$ cat config.mk
export PLATFORM = sky130hd
export DESIGN_NAME = isolated_dual_port_dio
export DESIGN_NICKNAME = d
export VERILOG_FILES = /design/src/shared/dio_pkg.sv /design/src/verilog/dio_input_sync.sv /design/src/verilog/dio_change_detect.sv /design/src/verilog/isolated_dual_port_dio.sv
export SDC_FILE = /design/constraint.sdc
export NUM_CORES = 1
export LEC_CHECK = 0
export ABC_CLOCK_PERIOD_IN_PS = 1860
export BUFFER_PORTS_ARGS = -buffer_cell sky130_fd_sc_hd__buf_2
export CAP_MARGIN = 20
export CORE_UTILIZATION = 54
export DETAILED_ROUTE_END_ITERATION = 6
export PLACE_DENSITY = 0.79
export SKIP_LAST_GASP = 1
export SLEW_MARGIN = 20
export SYNTH_ARGS = -nofsm -noshare
export SYNTH_HDL_FRONTEND = slang
export SYNTH_SLANG_ARGS = --single-unit
$ cat constraint.sdc
create_clock -name sys_clk -period 1.86 [get_ports sys_clk]
set_input_delay 0.186 -clock sys_clk [delete_from_list [all_inputs] [get_ports sys_clk]]
set_output_delay 0.186 -clock sys_clk [all_outputs]
set_load 0.005 [all_outputs]
$ cat src/shared/dio_pkg.sv
// Shared constants, types and helpers for the isolated dual-bank digital I/O block.
package dio_pkg;

    // Bank geometry and host word width.
    localparam int LINES_PER_BANK = 8;
    localparam int LINE_IDX_W = 3;
    localparam int WORD_W = 16;
    localparam int BANK_COUNT = 2;

    // Bank indices: the dedicated output bank and the dedicated input bank.
    localparam logic OUT_BANK = 1'b0;
    localparam logic IN_BANK = 1'b1;

    // Direction encoding, one bit per bank.
    localparam logic DIR_INPUT = 1'b0;
    localparam logic DIR_OUTPUT = 1'b1;

    // Field positions inside the command data word.
    localparam int LEVEL_BIT = 0;

    // Reset values.
    localparam logic [LINES_PER_BANK-1:0] OUT_LATCH_RST = 8'h00;
    localparam logic [BANK_COUNT-1:0] DIR_RST = 2'h0;
    localparam logic [WORD_W-1:0] WORD_ZERO = 16'h0000;

    // Host operations.
    typedef enum logic [2:0] {
        OP_WHOLE_BANK_READ = 3'h0,
        OP_SINGLE_LINE_READ = 3'h1,
        OP_WHOLE_BANK_WRITE = 3'h2,
        OP_SINGLE_LINE_WRITE = 3'h3,
        OP_DIRECTION_SETUP_CALL = 3'h4
    } op_e;

    // Completion status returned with every answer.
    typedef enum logic [2:0] {
        STATUS_OK = 3'h0,
        STATUS_WARN_OUTPUT_READ = 3'h1,
        STATUS_ERR_NOT_OUTPUT = 3'h2,
        STATUS_ERR_FIXED_DIR = 3'h3,
        STATUS_ERR_BAD_OP = 3'h4
    } status_e;

    // Sequencer states, Gray coded along idle, execute, reply.
    typedef enum logic [1:0] {
        ST_IDLE = 2'b00,
        ST_EXEC = 2'b01,
        ST_REPLY = 2'b11
    } state_e;

    // One host request.
    typedef struct packed {
        op_e op;
        logic bank;
        logic [LINE_IDX_W-1:0] line;
        logic [WORD_W-1:0] data;
    } cmd_s;

    // One answer to the host.
    typedef struct packed {
        logic [WORD_W-1:0] data;
        status_e status;
    } rsp_s;

    // Level of one line of a bank.
    function automatic logic line_pick(input logic [LINES_PER_BANK-1:0] v, input logic [LINE_IDX_W-1:0] idx);
        return v[idx];
    endfunction : line_pick

    // Bank value with one line replaced and all other lines kept.
    function automatic logic [LINES_PER_BANK-1:0] line_set(input logic [LINES_PER_BANK-1:0] v,
                                                           input logic [LINE_IDX_W-1:0] idx,
                                                           input logic level);
        logic [LINES_PER_BANK-1:0] r;
        r = v;
        r[idx] = level;
        return r;
    endfunction : line_set

    // Bank value placed in a host word with the upper bits forced low.
    function automatic logic [WORD_W-1:0] zero_extend(input logic [LINES_PER_BANK-1:0] v);
        return {{(WORD_W - LINES_PER_BANK){1'b0}}, v};
    endfunction : zero_extend

endpackage : dio_pkg

$ cat src/verilog/dio_input_sync.sv
// Two-stage synchroniser for the isolated field input lines.
`timescale 1ns/10ps
`default_nettype none
module dio_input_sync #(
    parameter int WIDTH = 8
) (
    // Clock and reset.
    input wire logic sys_clk,
    input wire logic rst_b,
    // Asynchronous lines in, synchronised lines out.
    input wire logic [WIDTH-1:0] asyncIn,
    output logic [WIDTH-1:0] syncOut
);

    logic [WIDTH-1:0] stage1;

    // The first stage feeds only the second; nothing else may look at it.
    always_ff @(posedge sys_clk or negedge rst_b) begin
        if (!rst_b) begin
            stage1 <= '0;
            syncOut <= '0;
        end else begin
            stage1 <= asyncIn;
            syncOut <= stage1;
        end
    end

endmodule : dio_input_sync
`default_nettype wire

$ cat src/verilog/dio_change_detect.sv
// Registered change detector that pulses when any bit of a bus changes.
`timescale 1ns/10ps
`default_nettype none
module dio_change_detect #(
    parameter int WIDTH = 8
) (
    // Clock and reset.
    input wire logic sys_clk,
    input wire logic rst_b,
    // Watched bus and change pulse.
    input wire logic [WIDTH-1:0] watched,
    output logic changed
);

    logic [WIDTH-1:0] prevValue;
    logic primed;

    // The first cycle after reset only loads the history, so a bus that
    // comes up high does not report a change that never happened.
    always_ff @(posedge sys_clk or negedge rst_b) begin
        if (!rst_b) begin
            prevValue <= '0;
            primed <= 1'b0;
            changed <= 1'b0;
        end else begin
            prevValue <= watched;
            primed <= 1'b1;
            changed <= primed && (watched != prevValue);
        end
    end

endmodule : dio_change_detect
`default_nettype wire

$ cat src/verilog/isolated_dual_port_dio.sv
// Top level of the isolated dual-bank digital I/O block with its host command sequencer.
`timescale 1ns/10ps
`default_nettype none
module isolated_dual_port_dio (
    // Clock and reset.
    input wire logic sys_clk,
    input wire logic rst_b,
    // Host command channel.
    input wire logic cmdValid,
    output logic cmdReady,
    input wire dio_pkg::cmd_s cmd,
    // Host answer channel.
    output logic rspValid,
    input wire logic rspReady,
    output dio_pkg::rsp_s rsp,
    // Isolated field lines.
    input wire logic [dio_pkg::LINES_PER_BANK-1:0] inLinesPin,
    output logic [dio_pkg::LINES_PER_BANK-1:0] outLinesPin,
    // Block status.
    output logic [dio_pkg::BANK_COUNT-1:0] bankIsOutput,
    output logic inputChanged,
    output logic outputChanged
);

    // Sequencer and held request.
    dio_pkg::state_e state;
    dio_pkg::state_e next_state;
    dio_pkg::cmd_s held;

    // Output latch, bank directions and the registered answer.
    logic [dio_pkg::LINES_PER_BANK-1:0] outLatch;
    logic [dio_pkg::LINES_PER_BANK-1:0] next_outLatch;
    logic [dio_pkg::BANK_COUNT-1:0] dirOut;
    logic [dio_pkg::BANK_COUNT-1:0] next_dirOut;
    dio_pkg::rsp_s rspReg;
    dio_pkg::rsp_s next_rsp;

    // Synchronised field inputs.
    logic [dio_pkg::LINES_PER_BANK-1:0] inSample;

    // Field inputs cross into the clock domain through two flip-flops.
    dio_input_sync #(
        .WIDTH(dio_pkg::LINES_PER_BANK)
    ) u_input_sync (
        .sys_clk(sys_clk),
        .rst_b(rst_b),
        .asyncIn(inLinesPin),
        .syncOut(inSample)
    );

    // Change events on the synchronised inputs and on the driven outputs.
    dio_change_detect #(
        .WIDTH(dio_pkg::LINES_PER_BANK)
    ) u_input_change (
        .sys_clk(sys_clk),
        .rst_b(rst_b),
        .watched(inSample),
        .changed(inputChanged)
    );

    dio_change_detect #(
        .WIDTH(dio_pkg::LINES_PER_BANK)
    ) u_output_change (
        .sys_clk(sys_clk),
        .rst_b(rst_b),
        .watched(outLatch),
        .changed(outputChanged)
    );

    // Handshake decode.
    wire logic inIdle = (state == dio_pkg::ST_IDLE);
    wire logic inExec = (state == dio_pkg::ST_EXEC);
    wire logic inReply = (state == dio_pkg::ST_REPLY);
    wire logic take = cmdValid && inIdle;

    // Operation decode of the held request.
    wire logic opBankRead = (held.op == dio_pkg::OP_WHOLE_BANK_READ);
    wire logic opLineRead = (held.op == dio_pkg::OP_SINGLE_LINE_READ);
    wire logic opBankWrite = (held.op == dio_pkg::OP_WHOLE_BANK_WRITE);
    wire logic opLineWrite = (held.op == dio_pkg::OP_SINGLE_LINE_WRITE);
    wire logic opDirSetup = (held.op == dio_pkg::OP_DIRECTION_SETUP_CALL);
    wire logic opRead = opBankRead || opLineRead;
    wire logic opWrite = opBankWrite || opLineWrite;
    wire logic opKnown = opRead || opWrite || opDirSetup;

    // Bank selection: index 0 is the output bank, index 1 the input bank.
    wire logic selOut = (held.bank == dio_pkg::OUT_BANK);
    wire logic [dio_pkg::LINES_PER_BANK-1:0] bankValue = selOut ? outLatch : inSample;
    wire logic selIsOutput = (dirOut[held.bank] == dio_pkg::DIR_OUTPUT);

    // Line selection; a three-bit index covers exactly the eight lines.
    wire logic lineValue = dio_pkg::line_pick(bankValue, held.line);
    wire logic wantLevel = held.data[dio_pkg::LEVEL_BIT];

    // Read answer: a single line sits in bit zero, a bank in the low byte.
    wire logic [dio_pkg::WORD_W-1:0] lineWord = dio_pkg::zero_extend({7'h00, lineValue});
    wire logic [dio_pkg::WORD_W-1:0] bankWord = dio_pkg::zero_extend(bankValue);
    wire logic [dio_pkg::WORD_W-1:0] readWord = opLineRead ? lineWord : bankWord;

    // Write candidates: only the low byte of a bank write counts, and a line
    // write rebuilds the bank from the latch so other lines keep their level.
    wire logic [dio_pkg::LINES_PER_BANK-1:0] bankWriteValue = held.data[dio_pkg::LINES_PER_BANK-1:0];
    wire logic [dio_pkg::LINES_PER_BANK-1:0] lineWriteValue =
        dio_pkg::line_set(outLatch, held.line, wantLevel);
    wire logic [dio_pkg::LINES_PER_BANK-1:0] writeValue = opBankWrite ? bankWriteValue : lineWriteValue;

    // A write lands only on the output bank once it is set as output.
    wire logic writeAllowed = selOut && selIsOutput;
    wire logic doWrite = inExec && opWrite && writeAllowed;

    // The input bank has no drivers, so it may only ever be set as input.
    wire logic dirAllowed = selOut || (wantLevel == dio_pkg::DIR_INPUT);
    wire logic doDir = inExec && opDirSetup && dirAllowed;
    wire logic [dio_pkg::BANK_COUNT-1:0] dirUpdated =
        selOut ? {dirOut[dio_pkg::IN_BANK], wantLevel} : {wantLevel, dirOut[dio_pkg::OUT_BANK]};

    // Reading a bank that is set as output raises a warning, not an error.
    wire logic readWarn = opRead && selIsOutput;

    // Error for a refused write: input bank is fixed, output bank not yet enabled.
    wire dio_pkg::status_e writeStatus =
        writeAllowed ? dio_pkg::STATUS_OK :
        selOut ? dio_pkg::STATUS_ERR_NOT_OUTPUT : dio_pkg::STATUS_ERR_FIXED_DIR;

    wire dio_pkg::status_e dirStatus = dirAllowed ? dio_pkg::STATUS_OK : dio_pkg::STATUS_ERR_FIXED_DIR;

    wire dio_pkg::status_e readStatus =
        readWarn ? dio_pkg::STATUS_WARN_OUTPUT_READ : dio_pkg::STATUS_OK;

    // Final status; an unknown operation changes nothing.
    wire dio_pkg::status_e execStatus =
        !opKnown ? dio_pkg::STATUS_ERR_BAD_OP :
        opWrite ? writeStatus :
        opDirSetup ? dirStatus : readStatus;

    // Answer data: reads give the bank or line, writes echo the resulting
    // latch so the host sees what is driven, other operations give zero.
    wire logic [dio_pkg::WORD_W-1:0] execData =
        opRead ? readWord :
        opWrite ? dio_pkg::zero_extend(next_outLatch) : dio_pkg::WORD_ZERO;

    // Next values of the stored state.
    assign next_outLatch = doWrite ? writeValue : outLatch;
    assign next_dirOut = doDir ? dirUpdated : dirOut;
    assign next_rsp = inExec ? '{data: execData, status: execStatus} : rspReg;

    // Sequencer: take a request in idle, execute one cycle, hold the answer
    // until the host takes it. Holding the answer is what keeps a slow host
    // from losing a status, at the price of one request in flight.
    always_comb begin
        next_state = state;
        unique case (state)
            dio_pkg::ST_IDLE: begin
                if (take) begin
                    next_state = dio_pkg::ST_EXEC;
                end
            end
            dio_pkg::ST_EXEC: begin
                next_state = dio_pkg::ST_REPLY;
            end
            dio_pkg::ST_REPLY: begin
                if (rspReady) begin
                    next_state = dio_pkg::ST_IDLE;
                end
            end
            default: begin
                next_state = dio_pkg::ST_IDLE;
            end
        endcase
    end

    // Sequencer state and the request copy.
    always_ff @(posedge sys_clk or negedge rst_b) begin
        if (!rst_b) begin
            state <= dio_pkg::ST_IDLE;
            held <= '0;
        end else begin
            state <= next_state;
            if (take) begin
                held <= cmd;
            end
        end
    end

    // Output latch and directions; both banks start as input with lines low.
    always_ff @(posedge sys_clk or negedge rst_b) begin
        if (!rst_b) begin
            outLatch <= dio_pkg::OUT_LATCH_RST;
            dirOut <= dio_pkg::DIR_RST;
        end else begin
            outLatch <= next_outLatch;
            dirOut <= next_dirOut;
        end
    end

    // Registered answer.
    always_ff @(posedge sys_clk or negedge rst_b) begin
        if (!rst_b) begin
            rspReg <= '{data: dio_pkg::WORD_ZERO, status: dio_pkg::STATUS_OK};
        end else begin
            rspReg <= next_rsp;
        end
    end

    // Port drive. The output lines follow the latch even while the bank is
    // set as input; the latch only moves after the bank has been enabled.
    assign cmdReady = inIdle;
    assign rspValid = inReply;
    assign rsp = rspReg;
    assign outLinesPin = outLatch;
    assign bankIsOutput = dirOut;

endmodule : isolated_dual_port_dio
`default_nettype wire

==> flow_summary.toml, run 1 <==
[cts]
cts_tree = "yes"
cts_max_level = 3
clock_latency_ns = 0.34
cts-root-buf = "clkbuf_8"
cts_inserted_buffers = 9
cts.clk_slew.worst_paths_ns = 0.07
ctsResizeCount = 0
clk_path_buf_depth = 2
cts_sinks = 73

[synthesis]
ys_seq_elements = 73
yosys_warnings = 0
synthXorXnorAreaFrac = 0.0441
synthesis.area_sq_um = 3180
async_flop_share = 1.00
synth-edff-count = 0
avgSynthCellArea_sq_um = 12.3
ys_types = 52
ys.flop_type = "dfrtp_1"
yosysSeqAreaShare = 0.574
synthMuxAreaShare = 0.0905
postSynthCellCount = 259
synth_top_family_by_area = "simple AND/OR/NAND/NOR gates"
synth_compound_area_frac = 0.116
synth-simple-area-share = 0.133
yosys.area_share.adder = 0

[worst_setup_path]
cp_max_fo = 8
cp-start-kind = "flip-flop"
critPathKind = "flip-flop to flip-flop"
worstPathArrival_ns = 1.99
path_delay_family = "simple AND/OR/NAND/NOR gates"
max_stage_delay_ns = 0.49
worst_ep_required_time_ns = 2.09
cp_slowest_cell = "or3b_1"
crit_path_end_kind = "flip-flop"
path_buf_inv = 0
cp_cell_sequence = "or3b_1 > mux2_4 > a22o_1 > o2bb2ai_1"

[detailed_routing]
wirelength_mm = 6.56
ant_nets = 0
wl_per_cell_um = 15.9
routed_via_density = 5.43
dr.first_iter.drc_count = 121
firstDrtPassIters = 4
via_count = 2238
drc = 0

[timing]
hold_viol = 0
fin_skew_ns = 0.00670
drv_slew = 0
maxSlewHeadroom = 0.638
fmax_mhz = 567
rsz0062_at_grt = "false"
layout_min_cycle_time_ns = 1.76
hold_ws_ns = 0.0432
worst_slew_pin_slew_ns = 0.544
fin_crit_sh = 0.949
tns_ns = 0
setup_violations = 0

[global_routing]
antenna_found_initial = 0
grt_pass1_vias = 2251
grt_usage = 0.235
overflow = 0
grt_start_max_net_pins = 74
grt_pass1_wl_mm = 10.8

[floorplan]
ios = 68
start_util = 0.567
dieArea_sq_um = 6200
die_h_um = 78.7
rows = 27
core-area_sq_um = 5610
die_w_um = 78.7

[place]
place_congestion = 0.930
io_buffer_count = 51
hpwlAfterDp_mm = 4.87

[finish]
syn_to_final_growth_pct = 22.0
drive_above_1_share = 0.315
mostFrequentLayoutCells = "73 x dfrtp_1, 51 x buf_2, 19 x buf_4, 18 x mux2_2, 16 x xor2_1"
antenna_cells = 0
nets = 371
final_common_cell = "dfrtp_1"

[power]
leakage_nw = 1.87
power_density_nw_per_um2 = 1470
ir_drop_uv = 816

[job]
drv_cap = 0

[worst_hold_path]
hold_class = "input pin to flip-flop"

[outcome]
status = "finished clean"
per-stage QoR:
step | total power [W] | util | instance area (sq um) | setup slack, ns | std cells
after floorplan | 0.00372 | - | 3210 | 0.199 | 266
after global placement | 0.00456 | 0.645 | 3620 | 0.127 | 388
after detailed placement | 0.00463 | 0.645 | 3620 | 0.101 | 388
after CTS | 0.00574 | 0.692 | 3880 | 0.0828 | 412
after global routing | 0.00609 | 0.692 | 3880 | 0.0106 | 412
final | 0.00569 | 0.692 | 3880 | 0.0952 | 412
path summary, 6_finish.rpt:
path / from / end / slack [ns] / depth (start not counted)
max in group asynchronous: rst_b / bankIsOutput[1]$_DFFE_PN0P_ / 1.16 / 3
worst min-delay path: rspReady / state[1]$_DFFE_PN0P_ / 0.04 / 2
worst max register to register: held[22]$_DFFE_PN0P_ / rsp[6]$_DFFE_PN0N_ / 0.1 / 4
min in group asynchronous: rst_b / u_input_sync.syncOut[5]$_DFF_PN0_ / 0.41 / 3
worst max-delay path: held[22]$_DFFE_PN0P_ / rsp[6]$_DFFE_PN0N_ / 0.1 / 4
worst min register to register: u_input_sync.stage1[3]$_DFF_PN0_ / u_input_sync.syncOut[3]$_DFF_PN0_ / 0.35 / 0
report_power, final:
part	total [W]	leakage (nW)	internal (W)	switching, W
registers	0.00241	0.903	0.00202	0.000390
clock network	0.00108	0.0895	0.000551	0.000528
logic	0.00220	0.876	0.00111	0.00109
final cells by class:
class / count / area [sq um]
Clock inverter: 2 / 13.8
Tap cell: 72 / 90.1
Inverter: 2 / 7.51
Clock buffer: 13 / 159
Timing Repair Buffer: 81 / 528
Fill cell: 456 / 1730
Multi-Input combinational cell: 169 / 1250
Sequential cell: 73 / 1830
state kept, by name, indices dropped and copies added (netlist names):
| register | flops |
|---|---|
| u_input_sync.stage1 | 8 |
| held | 7 |
| u_output_change.prevValue | 8 |
| state | 2 |
| u_output_change.changed | 1 |
| u_output_change.primed | 1 |
| u_input_change.prevValue | 8 |
| bankWriteValue | 8 |
| outLinesPin | 8 |
| u_input_sync.syncOut | 8 |
| rsp | 11 |
| bankIsOutput | 2 |
| u_input_change.changed | 1 |
cells by family (layout without fill, tap and decap cells):
kind of cell    after synthesis  count (layout)
mux                          26              26
xor+xnor                     16              16
compound gates               50              50
other cells                   2               9
simple gates                 68              68
flops                        73              73
buf+inv                      24              98
cell usage after synthesis, types with 2 or more instances:
cell type / number / area [sq um]
nand3b_1: 6 / 45.0
o2bb2ai_1: 4 / 35.0
nand2_1: 7 / 26.3
o22a_1: 2 / 17.5
buf_4: 8 / 60.1
xor2_1: 16 / 140
dfrtp_1: 73 / 1830
o31a_1: 3 / 26.3
inv_1: 2 / 7.51
nand3_1: 8 / 40.0
or3b_1: 2 / 17.5
and3b_1: 2 / 17.5
a21oi_1: 6 / 30.0
or4b_1: 3 / 30.0
buf_2: 4 / 20.0
nor3_1: 5 / 25.0
a211oi_1: 3 / 22.5
nand2b_1: 6 / 37.5
nor2_1: 10 / 37.5
a221o_1: 2 / 20.0
conb_1: 2 / 7.51
a21o_1: 2 / 15.0
mux2_2: 18 / 203
mux2i_1: 7 / 70.1
o21ai_0: 5 / 25.0
o22ai_1: 3 / 18.8
nor4_1: 5 / 31.3
o211ai_1: 7 / 52.6
a21boi_0: 3 / 22.5
clkbuf_1: 10 / 37.5
and3_1: 2 / 12.5
o31ai_1: 2 / 15.0
nor2b_1: 2 / 12.5
repair_timing:
action                                 in CTS  in global routing
buffers inserted                            0                  0
hold buffers                                9                  0
endpoints found under the hold margin      81                  0
setup endpoints to repair                   0                  0
per-layer routing:
layer  global-route usage  vias to the layer above  share of wire
met3               0.0678                       12          0.042
li1                     -                     1084              -
met5                    0                        -              0
met4               0.0759                        0          0.018
met2                0.390                       59           0.49
met1                0.297                     1083           0.45
Note: power is estimated with default switching activity, not from simulation.
==> run 2: changes to the inputs <==
--- a/config.mk
+++ b/config.mk
@@ -8,9 +8,10 @@
 export ABC_CLOCK_PERIOD_IN_PS = 1860
 export BUFFER_PORTS_ARGS = -buffer_cell sky130_fd_sc_hd__buf_2
 export CAP_MARGIN = 20
+export CORE_ASPECT_RATIO = 0.8
 export CORE_UTILIZATION = 54
 export DETAILED_ROUTE_END_ITERATION = 6
-export PLACE_DENSITY = 0.79
+export PLACE_DENSITY = 0.86
 export SKIP_LAST_GASP = 1
 export SLEW_MARGIN = 20
 export SYNTH_ARGS = -nofsm -noshare
==> run 2 against run 1 <==
Compared with the run above: total power up 4.7%; critical path depth stayed put; first-iteration DRC count increased by 21%; sequential share of layout area shrank 0.54 points; critical path type unchanged; cell count increased by 1.7%; clock skew up 0.0038 ns; register-to-register slack lost 0.03 ns; non-clock buffer count stayed put; count of clock-buffer cells in the layout fell by 3; worst setup slack worse by 0.034 ns; highest routed layer unchanged.
==> flow_summary.toml, run 2 (synthesis results as in run 1) <==
[outcome]
status = "finished clean"

[place]
hpwlAfterDp_mm = 4.85
dp.cells = 394
io_buffer_count = 51
place_congestion = 0.888

[job]
drv_cap = 0

[finish]
antenna_cells = 0
final_common_cell = "dfrtp_1"
drive_above_1_share = 0.323
nets = 371
largest_reg_flops = 11
syn_to_final_growth_pct = 23.4
mostFrequentLayoutCells = "73 x dfrtp_1, 51 x buf_2, 19 x buf_4, 18 x mux2_2, 16 x xor2_1"
layoutNonFillerInstCount = 419

[detailed_routing]
firstDrtPassIters = 4
ant_nets = 0
wl_per_cell_um = 16.3
via_count = 2309
wirelength_mm = 6.83
dr.first_iter.drc_count = 147
routed_via_density = 5.51
drc = 0

[timing]
fin_crit_sh = 0.967
rsz0062_at_grt = "false"
drv_slew = 0
hold_ws_ns = 0.0320
fin_skew_ns = 0.0105
maxSlewHeadroom = 0.627
fmax_mhz = 556
hold_viol = 0
worst_slew_pin_slew_ns = 0.559
layout_min_cycle_time_ns = 1.80
tns_ns = 0
setup_violations = 0

[floorplan]
die_h_um = 70.6
dieArea_sq_um = 6200
rows = 24
start_util = 0.573
die_w_um = 87.8
core-area_sq_um = 5560
ios = 68

[worst_setup_path]
cp-start-kind = "flip-flop"
critPathKind = "flip-flop to flip-flop"
worstPathArrival_ns = 2.04
worst_ep_required_time_ns = 2.10
crit_path_end_kind = "flip-flop"
cp_max_fo = 11
r2r_slack_ns = 0.06

[cts]
cts_max_level = 3
cts_sinks = 73
cts-root-buf = "clkbuf_8"
cts_inserted_buffers = 9
cts_tree = "yes"
clock_latency_ns = 0.35
cts.clk_slew.worst_paths_ns = 0.08
clk_path_buf_depth = 2
ctsResizeCount = 0

[global_routing]
grt_start_max_net_pins = 74
overflow = 0
grt_usage = 0.249
grt_pass1_vias = 2272
grt_pass1_wl_mm = 11.3
antenna_found_initial = 0

[power]
leakage_nw = 1.88
power_density_nw_per_um2 = 1520
ir_drop_uv = 933

[worst_hold_path]
hold_class = "input pin to flip-flop"
## run 2: report_power, final
group	switching [W]	total, W	leakage, nW	internal (W)
sequential	0.000407	0.00242	0.903	0.00201
combinational	0.00113	0.00224	0.878	0.00111
clock	0.000621	0.00129	0.104	0.000672
## run 2: final timing paths
check | start | to | depth (start not counted)
max | held[22]$_DFFE_PN0P_ | rsp[6]$_DFFE_PN0N_ | 4
max reg2reg | held[22]$_DFFE_PN0P_ | rsp[6]$_DFFE_PN0N_ | 4
max in group asynchronous | rst_b | u_output_change.prevValue[1]$_DFF_PN0_ | 3
min reg2reg | u_input_sync.stage1[0]$_DFF_PN0_ | u_input_sync.syncOut[0]$_DFF_PN0_ | 0
min | rspReady | state[1]$_DFFE_PN0P_ | 2
min in group asynchronous | rst_b | u_input_sync.stage1[1]$_DFF_PN0_ | 3
## run 2: layout make-up
| class | count | area (sq um) |
|---|---|---|
| tap | 78 | 97.6 |
| timing repair buffer | 81 | 528 |
| multi-input combinational | 169 | 1250 |
| clock inverter | 6 | 72.6 |
| inverter | 2 | 7.51 |
| fill | 402 | 1630 |
| sequential | 73 | 1830 |
| clock buffer | 10 | 138 |
## run 2: repair_timing
item	CTS	global route
endpoints found under the hold margin	81	0
hold buffers	9	0
buffers inserted	0	0
## run 2: layer usage
layer / vias up / share of wire / global-route usage
li1: 1093 / - / -
met1: 1125 / 0.47 / 0.356
met2: 78 / 0.46 / 0.356
met3: 13 / 0.062 / 0.0945
met4: 0 / 0.016 / 0.0729
met5: - / 0 / 0
## run 2: critical path, stage by stage (launching register included)
cell and delay, ns:
dfrtp_1 0.48, or3b_1 0.52, mux2_4 0.34, a22o_1 0.24, o2bb2ai_1 0.12
## run 2: stage by stage
step	power [W]	instance area (sq um)	utilization	worst slack, ns
finish	0.00595	3930	0.707	0.0612
global route	0.00633	3930	0.707	0.000670
CTS	0.00596	3930	0.707	0.0624
detailed placement	0.00465	3620	0.652	0.0689
global placement	0.00457	3620	0.652	0.0982
floorplan	0.00372	3210	-	0.199
==> run 3: changes to the inputs <==
--- a/config.mk
+++ b/config.mk
@@ -5,13 +5,14 @@
 export SDC_FILE = /design/constraint.sdc
 export NUM_CORES = 1
 export LEC_CHECK = 0
-export ABC_CLOCK_PERIOD_IN_PS = 1860
+export ABC_CLOCK_PERIOD_IN_PS = 1600
 export BUFFER_PORTS_ARGS = -buffer_cell sky130_fd_sc_hd__buf_2
 export CAP_MARGIN = 20
 export CORE_ASPECT_RATIO = 0.8
-export CORE_UTILIZATION = 54
+export CORE_UTILIZATION = 49
 export DETAILED_ROUTE_END_ITERATION = 6
-export PLACE_DENSITY = 0.86
+export PLACE_DENSITY = 0.83
+export RECOVER_POWER = 25
 export SKIP_LAST_GASP = 1
 export SLEW_MARGIN = 20
 export SYNTH_ARGS = -nofsm -noshare
==> constraint.sdc (replaced) <==
create_clock -name sys_clk -period 1.6 [get_ports sys_clk]
set_input_delay 0.16 -clock sys_clk [delete_from_list [all_inputs] [get_ports sys_clk]]
set_output_delay 0.16 -clock sys_clk [all_outputs]
set_load 0.005 [all_outputs]
==> run 3 against run 2 <==
Compared with the run above: the flow now finishes with violations (setup timing); total power rose by 31%; count of clock-buffer cells in the layout did not move; fmax rose by 4.9%; sequential share of layout area fell by 3.2 points; cell count rose by 6.0%; hold slack got worse by 0.021 ns; non-clock buffer count rose by 22; highest routed layer unchanged.
==> flow_summary.toml, run 3 (synthesis results as in run 1) <==
[floorplan]
ios = 68
core-area_sq_um = 6070
start_util = 0.524
rows = 25
die_w_um = 92.1
die_h_um = 74.1
dieArea_sq_um = 6820

[outcome]
violations = "setup timing"
status = "finished with violations"

[place]
hpwlAfterDp_mm = 5.19
dpl_cell_area_sq_um = 3770
place_congestion = 0.910
io_buffer_count = 51

[global_routing]
overflow = 0
grt_pass1_vias = 2352
antenna_found_initial = 0
grt_pass1_wl_mm = 12.0
grt_usage = 0.238
grt_start_max_net_pins = 74

[detailed_routing]
routed_via_density = 5.45
wirelength_mm = 7.50
via_count = 2421
drc = 0
ant_nets = 0
wl_per_cell_um = 16.9
dr.first_iter.drc_count = 164
firstDrtPassIters = 4

[finish]
mostFrequentLayoutCells = "70 x dfrtp_1, 51 x buf_2, 34 x buf_4, 18 x mux2_2, 16 x xor2_1"
antenna_cells = 0
syn_to_final_growth_pct = 32.7
nets = 393
drive_above_1_share = 0.416
largest_reg_flops = 11
final_common_cell = "dfrtp_1"
finalInstanceArea_sq_um = 4220
utilization = 0.696

[cts]
cts_tree = "yes"
cts_inserted_buffers = 9
clk_path_buf_depth = 2
cts_max_level = 3
clock_latency_ns = 0.35
cts_sinks = 73
cts-root-buf = "clkbuf_8"
cts.clk_slew.worst_paths_ns = 0.08

[worst_setup_path]
regToRegEndpoint = "rsp[7]$_DFFE_PN0N_"
r2r_start = "held[20]$_DFFE_PN0P_"
r2r_slack_ns = -0.12
crit_path_end_kind = "flip-flop"
cp-start-kind = "flip-flop"
cp_max_fo = 5
critPathKind = "flip-flop to flip-flop"
worstPathArrival_ns = 1.95
cp-startpoint = "held[20]$_DFFE_PN0P_"
worstRegToRegCells = 4
worst_ep_required_time_ns = 1.83

[power]
ir_drop_uv = 781
p_total_w = 0.00782
leakage_nw = 2.02
power_density_nw_per_um2 = 1850

[timing]
drv_slew = 0
hold_viol = 0
layout_min_cycle_time_ns = 1.72
hold_ws_ns = 0.0107
maxSlewHeadroom = 0.363
worst_slew_pin_slew_ns = 0.956
setup_ws_ns = -0.115
rsz0062_at_grt = "true"
fin_crit_sh = 1.07
tns_ns = -0.397
setup_violations = 5
fin_skew_ns = 0.00796
fmax_mhz = 583

[worst_hold_path]
hold_end = "held[19]$_DFFE_PN0P_"
worstHoldPathCells = 3
min_from = "cmd[19]"
hold_class = "input pin to flip-flop"

[job]
drv_cap = 0
==> run 3: per-layer routing <==
layer | GRT usage | vias up | wire, um
met1 | 0.329 | 1199 | 3410
met3 | 0.0665 | 9 | 476
met4 | 0.0781 | 0 | 75
met2 | 0.370 | 84 | 3540
li1 | - | 1129 | -
met5 | 0 | - | 0
==> run 3: final cells by class <==
type                    instances  area (sq um)
clock buffers                  10           138
clock inverters                 6           113
fillers                       475          1850
inverters                       2          7.51
multi-input cells             169          1330
flip-flops and latches         73          1830
well taps                      81           101
repair buffers                103           706
==> run 3: power by group <==
part / switching (W) / internal (W)
sequential: 0.000461 / 0.00235
clock: 0.000688 / 0.00108
combinational: 0.00154 / 0.00169
total: 0.00269 / 0.00512
==> run 3: worst max-delay path by stage <==
stage / end / slack [ns]
4_1_cts: rsp[7]$_DFFE_PN0N_ / -0.12
3_3_place_gp: rsp[7]$_DFFE_PN0N_ / -0.1
3_5_place_dp: rsp[7]$_DFFE_PN0N_ / -0.11
5_1_grt: rsp[7]$_DFFE_PN0N_ / -0.17
2_1_floorplan: rsp[7]$_DFFE_PN0N_ / -0.06
6_report: rsp[7]$_DFFE_PN0N_ / -0.12
==> run 3: what timing repair did <==
action,CTS,global route
endpoints found under the hold margin,82,0
hold buffers,10,0
endpoints found under the setup margin,8,15
pin swaps,4,7
resized for setup,10,17
buffers inserted,0,3
==> run 3: worst max-delay path, cell delays in order, from the launching register on <==
cell,delay [ns]
dfrtp_2,0.44
or4b_1,0.50
o31a_1,0.13
o22a_1,0.23
a221o_1,0.29
==> run 3: per-stage QoR <==
stage	cells	setup WS (ns)
after floorplan	266	-0.0613
after global placement	415	-0.0985
after detailed placement	415	-0.111
after CTS	441	-0.122
after global routing	444	-0.167
final	444	-0.115
